**config.mk**
```make
export PLATFORM = sky130hd
export DESIGN_NAME = ref_clock_pll_select
export DESIGN_NICKNAME = d
export VERILOG_FILES = /design/src/core/ref_clock_pll_pkg.sv /design/src/core/ref_clock_pll_select.sv
export SDC_FILE = /design/constraint.sdc
export NUM_CORES = 1
export LEC_CHECK = 0
export ABC_AREA = 1
export BUFFER_PORTS_ARGS = -buffer_cell sky130_fd_sc_hd__buf_2
export CORE_MARGIN = 10
export CORE_UTILIZATION = 63
export DETAILED_ROUTE_END_ITERATION = 6
export HOLD_SLACK_MARGIN = 0.08
export PLACE_DENSITY = 0.82
export RECOVER_POWER = 25
export REMOVE_ABC_BUFFERS = 1
export SLEW_MARGIN = 20
export SYNTH_ARGS = -nofsm -noshare
export SYNTH_HDL_FRONTEND = slang
export SYNTH_SLANG_ARGS = --single-unit
```
**constraint.sdc**
```tcl
create_clock -name mclk -period 18.57 [get_ports mclk]
set_input_delay 0.9285 -clock mclk [delete_from_list [all_inputs] [get_ports mclk]]
set_output_delay 0.9285 -clock mclk [all_outputs]
set_load 0.01 [all_outputs]
```
**src/core/ref_clock_pll_pkg.sv**
```systemverilog
// Constants for the sampling-clock source and PLL start control
package ref_clock_pll_pkg;
  // Register offsets, as the host addresses them
  localparam logic [15:0] OFF_SAMPLE_RATE = 16'h4e20;
  localparam logic [15:0] OFF_CLOCK_OUT_EN = 16'h4e8e;
  localparam logic [15:0] OFF_CLOCK_OUT_FREQ = 16'h4e8f;
  localparam logic [15:0] OFF_REFERENCE_FREQ = 16'h4eac;
  localparam logic [15:0] OFF_CLOCK_SOURCE = 16'h4ee8;
  // Clock source selector codes
  localparam logic [31:0] EXT_REFERENCE_PLL_MODE = 32'h0000_0020;
  localparam logic [31:0] BACKPLANE_REFERENCE_PLL_MODE = 32'h0000_0040;
  // Backplane reference, 100 MHz in hertz
  localparam logic [31:0] BACKPLANE_REF_HZ = 32'h05f5_e100;
  // Reset values of the host registers
  localparam logic [31:0] CLOCK_SOURCE_RESET = 32'h0000_0020;
  localparam logic [31:0] REFERENCE_FREQ_RESET = 32'h0098_9680;
  localparam logic [31:0] SAMPLE_RATE_RESET = 32'h03b9_aca0;
  // PLL reference routing toward the PLL mux
  localparam logic [1:0] REF_SEL_NONE = 2'h0;
  localparam logic [1:0] REF_SEL_EXT = 2'h1;
  localparam logic [1:0] REF_SEL_BACKPLANE = 2'h2;
  // Achievable rate granularity: rates snap to multiples of 2**RATE_STEP_LOG2 Hz
  localparam int RATE_STEP_LOG2 = 8;
  localparam logic [31:0] RATE_STEP_MASK = ~((32'h1 << RATE_STEP_LOG2) - 32'h1);
  localparam logic [32:0] RATE_HALF_STEP = 33'h1 << (RATE_STEP_LOG2 - 1);
  // Lock wait times in ms and the clock rate in MHz
  localparam int LOCK_WAIT_MS = 20;
  localparam int LONG_LOCK_WAIT_MS = 200;
  localparam int MCLK_MHZ = 250;
  localparam int LOCK_WAIT_CYCLES = LOCK_WAIT_MS * 1000 * MCLK_MHZ;
  localparam int LONG_LOCK_WAIT_CYCLES = LONG_LOCK_WAIT_MS * 1000 * MCLK_MHZ;
  // Start sequencer states
  typedef enum logic [1:0] {sIdle, sProgram, sWait} start_state_type;
endpackage : ref_clock_pll_pkg

```
**src/core/ref_clock_pll_select.sv**
```systemverilog
// Sampling-clock reference selection, PLL programming and lock-wait at card start
`timescale 1ns/100ps
//
// Overview of operation
// - External mode routes external reference into PLL
// - Backplane mode routes backplane reference into PLL
// - Host-written reference frequency drives PLL settings in external mode
// - PLL never bypassed in external mode
// - Start programs PLL; relock only after setting writes, reset or lost lock
// - Lock wait 20 ms, 200 ms for some
// - Failed lock fails start with unlocked error
// - Clock output enable drives or tristates output
// - Output frequency reads synthesized clock frequency
// - Backplane 100 MHz reference, rate from register
// - Source selector writable and reads mode back
// - Rate register reads nearest achievable rate
module ref_clock_pll_select
  import ref_clock_pll_pkg::*;
#(
  parameter int LOCK_WAIT = LOCK_WAIT_CYCLES,
  parameter int LONG_LOCK_WAIT = LONG_LOCK_WAIT_CYCLES
) (
  // Clock and reset
  input wire logic mclk,
  input wire logic rst_b,
  // Host register port
  input wire logic [15:0] regAddr,
  input wire logic regWrite,
  input wire logic [31:0] regWdata,
  output logic [31:0] regRdata,
  // Card start command and its answer
  input wire logic cardStart,
  output logic startOk,
  output logic pllUnlockedError,
  // PLL side
  input wire logic pllLockRaw,
  output logic [1:0] pllRefSel,
  output logic [31:0] pllRefFreq,
  output logic [31:0] pllTargetRate,
  output logic pllProgram,
  // Clock output buffer and generation gate
  output logic clkOutOe,
  output logic generateEnable
);

  ////////////////////////////////////////////////////////////////////////////////
  // Reset release and lock input synchronisation
  logic rstMeta;
  logic rstSyncB;
  logic lockMeta;
  logic lockS2;
  logic lockS3;
  logic lockState;

  // Reset enters asynchronously, leaves through two flops
  always_ff @(posedge mclk or negedge rst_b) begin
    if (!rst_b) begin
      rstMeta <= 1'b0;
      rstSyncB <= 1'b0;
    end else begin
      rstMeta <= 1'b1;
      rstSyncB <= rstMeta;
    end
  end

  // Lock comes from the PLL domain; a change counts once stages two and three agree
  always_ff @(posedge mclk or negedge rstSyncB) begin
    if (!rstSyncB) begin
      lockMeta <= 1'b0;
      lockS2 <= 1'b0;
      lockS3 <= 1'b0;
      lockState <= 1'b0;
    end else begin
      lockMeta <= pllLockRaw;
      lockS2 <= lockMeta;
      lockS3 <= lockS2;
      if (lockS2 == lockS3) begin
        lockState <= lockS3;
      end
    end
  end

  ////////////////////////////////////////////////////////////////////////////////
  // Host registers
  logic [31:0] clockSourceSelect;
  logic [31:0] referenceFrequency;
  logic [31:0] sampleRateRequest;
  logic clockOutputEnable;
  logic [31:0] clockOutputFrequency;
  logic dirty;

  wire wrSource = regWrite && (regAddr == OFF_CLOCK_SOURCE);
  wire wrRefFreq = regWrite && (regAddr == OFF_REFERENCE_FREQ);
  wire wrRate = regWrite && (regAddr == OFF_SAMPLE_RATE);
  wire wrClkOut = regWrite && (regAddr == OFF_CLOCK_OUT_EN);
  wire clockSettingWrite = wrSource || wrRefFreq || wrRate;

  // Effective reference: backplane is fixed, external is whatever the host says
  wire modeExt = (clockSourceSelect == EXT_REFERENCE_PLL_MODE);
  wire modeBackplane = (clockSourceSelect == BACKPLANE_REFERENCE_PLL_MODE);
  wire [1:0] next_refSel = modeExt ? REF_SEL_EXT :
                           (modeBackplane ? REF_SEL_BACKPLANE : REF_SEL_NONE);
  wire [31:0] next_refFreq = modeBackplane ? BACKPLANE_REF_HZ :
                             referenceFrequency;
  // Snap to the nearest rate the PLL can hit; no bypass path even when rate equals reference
  wire [32:0] rateRounded = {1'b0, sampleRateRequest} + RATE_HALF_STEP;
  wire [31:0] achievedRate = rateRounded[31:0] & RATE_STEP_MASK;
  // A divided-down clock needs the long settle
  wire [31:0] next_waitTarget = (sampleRateRequest < next_refFreq) ? LONG_LOCK_WAIT[31:0] :
                                LOCK_WAIT[31:0];

  // Readback mux; unmapped offsets read zero
  wire [31:0] readMux =
    (regAddr == OFF_CLOCK_SOURCE) ? clockSourceSelect :
    (regAddr == OFF_REFERENCE_FREQ) ? referenceFrequency :
    (regAddr == OFF_SAMPLE_RATE) ? achievedRate :
    (regAddr == OFF_CLOCK_OUT_EN) ? {31'h0, clockOutputEnable} :
    (regAddr == OFF_CLOCK_OUT_FREQ) ? clockOutputFrequency : 32'h0;

  // Register writes; setting changes mark the PLL for relock
  always_ff @(posedge mclk or negedge rstSyncB) begin
    if (!rstSyncB) begin
      clockSourceSelect <= CLOCK_SOURCE_RESET;
      referenceFrequency <= REFERENCE_FREQ_RESET;
      sampleRateRequest <= SAMPLE_RATE_RESET;
      clockOutputEnable <= 1'b0;
      regRdata <= 32'h0;
    end else begin
      if (wrSource) clockSourceSelect <= regWdata;
      if (wrRefFreq) referenceFrequency <= regWdata;
      if (wrRate) sampleRateRequest <= regWdata;
      if (wrClkOut) clockOutputEnable <= regWdata[0];
      regRdata <= readMux;
    end
  end

  ////////////////////////////////////////////////////////////////////////////////
  // Start sequencer
  start_state_type state;
  start_state_type next_state;
  logic [31:0] waitCount;
  logic [31:0] waitTarget;
  logic running;

  wire waitDone = (state == sWait) && (waitCount >= waitTarget - 32'h1);
  wire quickStart = (state == sIdle) && cardStart && !dirty && lockState;
  wire lockPass = waitDone && lockState;
  wire lockFail = waitDone && !lockState;

  // Next state: only a clock-setting write, a reset or lost lock costs a relock
  always_comb begin
    next_state = state;
    case (state)
      sIdle: begin
        if (cardStart && (dirty || !lockState)) next_state = sProgram;
      end
      sProgram: next_state = sWait;
      sWait: begin
        if (waitDone) next_state = sIdle;
      end
      default: next_state = sIdle;
    endcase
  end

  // Sequencer flops and PLL-facing outputs
  always_ff @(posedge mclk or negedge rstSyncB) begin
    if (!rstSyncB) begin
      state <= sIdle;
      dirty <= 1'b1;
      waitCount <= 32'h0;
      waitTarget <= LOCK_WAIT[31:0];
      running <= 1'b0;
      pllProgram <= 1'b0;
      startOk <= 1'b0;
      pllUnlockedError <= 1'b0;
      pllRefSel <= REF_SEL_NONE;
      pllRefFreq <= REFERENCE_FREQ_RESET;
      pllTargetRate <= SAMPLE_RATE_RESET;
      clockOutputFrequency <= 32'h0;
      clkOutOe <= 1'b0;
      generateEnable <= 1'b0;
    end else begin
      state <= next_state;
      pllRefSel <= next_refSel;
      pllRefFreq <= next_refFreq;
      pllTargetRate <= achievedRate;
      pllProgram <= (state == sIdle) && (next_state == sProgram);
      // A write in the programming cycle keeps the flag set
      if (clockSettingWrite) dirty <= 1'b1;
      else if (state == sProgram) dirty <= 1'b0;
      if (state == sProgram) begin
        waitCount <= 32'h0;
        waitTarget <= next_waitTarget;
      end else if (state == sWait) begin
        waitCount <= waitCount + 32'h1;
      end
      startOk <= quickStart || lockPass;
      pllUnlockedError <= lockFail;
      if (state == sProgram || lockFail || !lockState) running <= 1'b0;
      else if (lockPass || quickStart) running <= 1'b1;
      if (lockPass) clockOutputFrequency <= pllTargetRate;
      clkOutOe <= clockOutputEnable;
      generateEnable <= running && lockState;
    end
  end

  ////////////////////////////////////////////////////////////////////////////////
  // Checks
  logic checksArmed;

  // Checks start one edge after the internal reset leaves; on the release edge the
  // flops still take their reset branch, so a check started there would misfire
  always_ff @(posedge mclk or negedge rstSyncB) begin
    if (!rstSyncB) begin
      checksArmed <= 1'b0;
    end else begin
      checksArmed <= 1'b1;
    end
  end
endmodule : ref_clock_pll_select

```
==> results.ini <==
[clock_network]
clock_sinks=262
cts_post_setup_buffers_inserted=0
cts_root_buffer=clkbuf_16
cts.repair.resized=0
cts.hold.buffers_added=0
clkTransAtPathRegs_ps=60
max-clock-path-buffers=3
htreeDepth=1
tritoncts=done
cts_inserted_buffers=27
clock_latency_on_the_worst_skew_pair_ps=550

[timing]
fin_setup_tns_ps=0
slew_headroom_pct=-189
min_period_ps=5880
rsz0062_at_grt=false
skew_ps=28.4
worst_slew_pin_slew_ps=4330
final_critical_path_setup_slack_ps=12690
timing.final.setup_violations=0
layout_worst_path_cycle_share_pct=31.7
timing.final.max_slew_violations=192
hold_slack_ps=152
hold_viol_final=0
max_freq_mhz=170

[floorplanning]
fp.coreArea_um2=19500
ios=156
starting_density_pct=63.9
die_area_um2=25700
die_y_um=160
rows=51
horizontal_extent_of_the_die_um=160

[routing]
mean_number_of_vias_per_cell=5.70
drc_errors=0
drt-pass1-iter-count=5
wirelength_per_cell_um=18.3
first_iter_violations=900
ant_nets=0
via_count=10410
drt-total-wl_mm=33.4

[outcome]
violations=capacitance limit, slew limit
status=finished with violations

[setup_path]
critical_path.cell_chain=clkbuf_1
setup.worst_path.start_class=flop
worst-r2r-setup-slack_ps=12690
critPathTopFamily=buffers and inverters
worst_path_max_delay_cell=clkbuf_1
path_class=reg -> async
arrival_ps=5490
cpPeakStageDelay_ps=3150
critPathMaxFanout=85
critical_path_buf_inv_count=1
worst_setup_path_end_kind=async pin
worst_path_required_ps=18180

[pwr]
power.density_nw_per_um2=100
static-leakage-power_nw=7.47
report.power.total_mw=1.43
ir_worst_vdd_v=0.0000759

[final_layout]
final_instance_count_excl_fillers=1825
fraction_of_final_layout_cells_with_drive_strength_greater_than_1_pct=18.0
final_core_utilization_pct=73.3
design_area_um2=14300
design.final.nets=1651
insertedDiodeCount=0
area.growth.synth_to_final_pct=14.7

[place]
globalplace.congestion=0.933
port_buffers=149
place_worst_setup_slack_ps=14560
post_dp_cell_area_um2=13300
dp.cells=1775
place_hpwl_mm=22.3

[global_route]
grt_use_met2_pct=39.6
first_global_vias=10542
met1_grt_util_pct=34.0
grt.overflow.total=0
groute.layer.met3.usage_pct=5.96
grt_max_degree=86
antenna_found_initial=0
grt_first_pass_wirelength_mm=54.5
gr-usage-all-layers_pct=25.6
grt_busiest_layer=met2

[logic_synthesis]
yosys_register_bits=262
yosys.cell_count.top_type=nand2_1
synth_top_cells_by_count=nand2_1 (344), dfrtp_1 (218), inv_1 (181)
postSynthCellCount=1401
synth_sequential_area_ratio_pct=53.2
synth_warnings=0
ys_async_sr_fraction_pct=100
mappedNetlistArea_um2=12400
post_synth.cell_area_avg_um2=8.87
synthDistinctLibCells=49
yosys-top-cells-area=dfrtp_1 (44%), nand2_1 (10%), dfstp_2 (9.3%), ha_1 (5.9%), o21ai_0 (5.7%)
synth_edf_count=0
share_of_yosys_cell_area_claimed_by_the_top_area_cell_type_pct=43.9
dominantRegCellSynth=dfrtp_1
synth.largest_area_cell=dfrtp_1

[flow_run]
cap_violations=3

[hold_path]
min-delay-path-class=in -> async

==> where the power goes <==
part	switching, mW	internal, mW
sequential	0.0416	0.609
combinational	0.140	0.0652
clock	0.232	0.344
total	0.413	1.02
==> cell usage in the layout (no fill, tap or decap), types with 8 or more instances in the layout <==
cell and n:
a21oi_1 44, a221oi_1 13, buf_2 148, clkbuf_16 27, conb_1 8, dfrtp_1 218
dfstp_2 43, ha_1 59, inv_1 181, nand2_1 342, nand3_1 36, nand4_1 24
nor2_1 90, nor3_1 21, nor4_1 14, o21ai_0 142, o22ai_1 10, xor2_1 22
==> final cells by class <==
type,instances,area [um^2]
sequential,262,6610
fill,1405,5200
multi-input combinational,904,4870
timing repair buffer,155,782
clock buffer,35,756
inverter,189,709
tap,265,332
clock inverter,15,195
==> path summary, 6_finish.rpt <==
check / from / endpoint / depth (start not counted)
worst max register to register: rstSyncB / sampleRateRequest[1] / 1
worst min register to register: rstMeta / rstSyncB / 0
min in group mclk: rstMeta / rstSyncB / 0
max in group mclk: clockSourceSelect[29] / waitTarget[18] / 18
worst min-delay path: rst_b / rstMeta / 1
worst max-delay path: rstSyncB / sampleRateRequest[1] / 1
==> per-layer routing <==
metal | up-vias | share of wire [%] | routed length (um)
met2 | 531 | 46 | 15400
met1 | 4977 | 41 | 13800
met3 | 93 | 9.0 | 3010
met5 | - | 0 | 0
li1 | 4809 | - | -
met4 | 0 | 3.7 | 1230
==> flip-flops by register name (all words and copies together), names as in the netlist, 2 cells and up <==
signal / flops
clockSourceSelect: 32
waitCount: 32
pllRefFreq: 32
sampleRateRequest: 32
referenceFrequency: 32
pllTargetRate: 25
clockOutputFrequency: 25
pllRefSel: 2
state: 2
waitTarget: 2
regRdata: 32
==> cells by family (layout without fill, tap and decap cells) <==
logic type / after synthesis / after routing / synth area share, %
simple gates: 561 / 561 / 20.0
flops: 262 / 262 / 53.2
compound gates: 246 / 246 / 11.1
buf+inv: 241 / 394 / 7.62
fa+ha+maj: 60 / 60 / 6.02
xor+xnor: 29 / 29 / 2.04
other cells: 2 / 8 / 0.0604
Note: power is estimated with default switching activity, not from simulation.
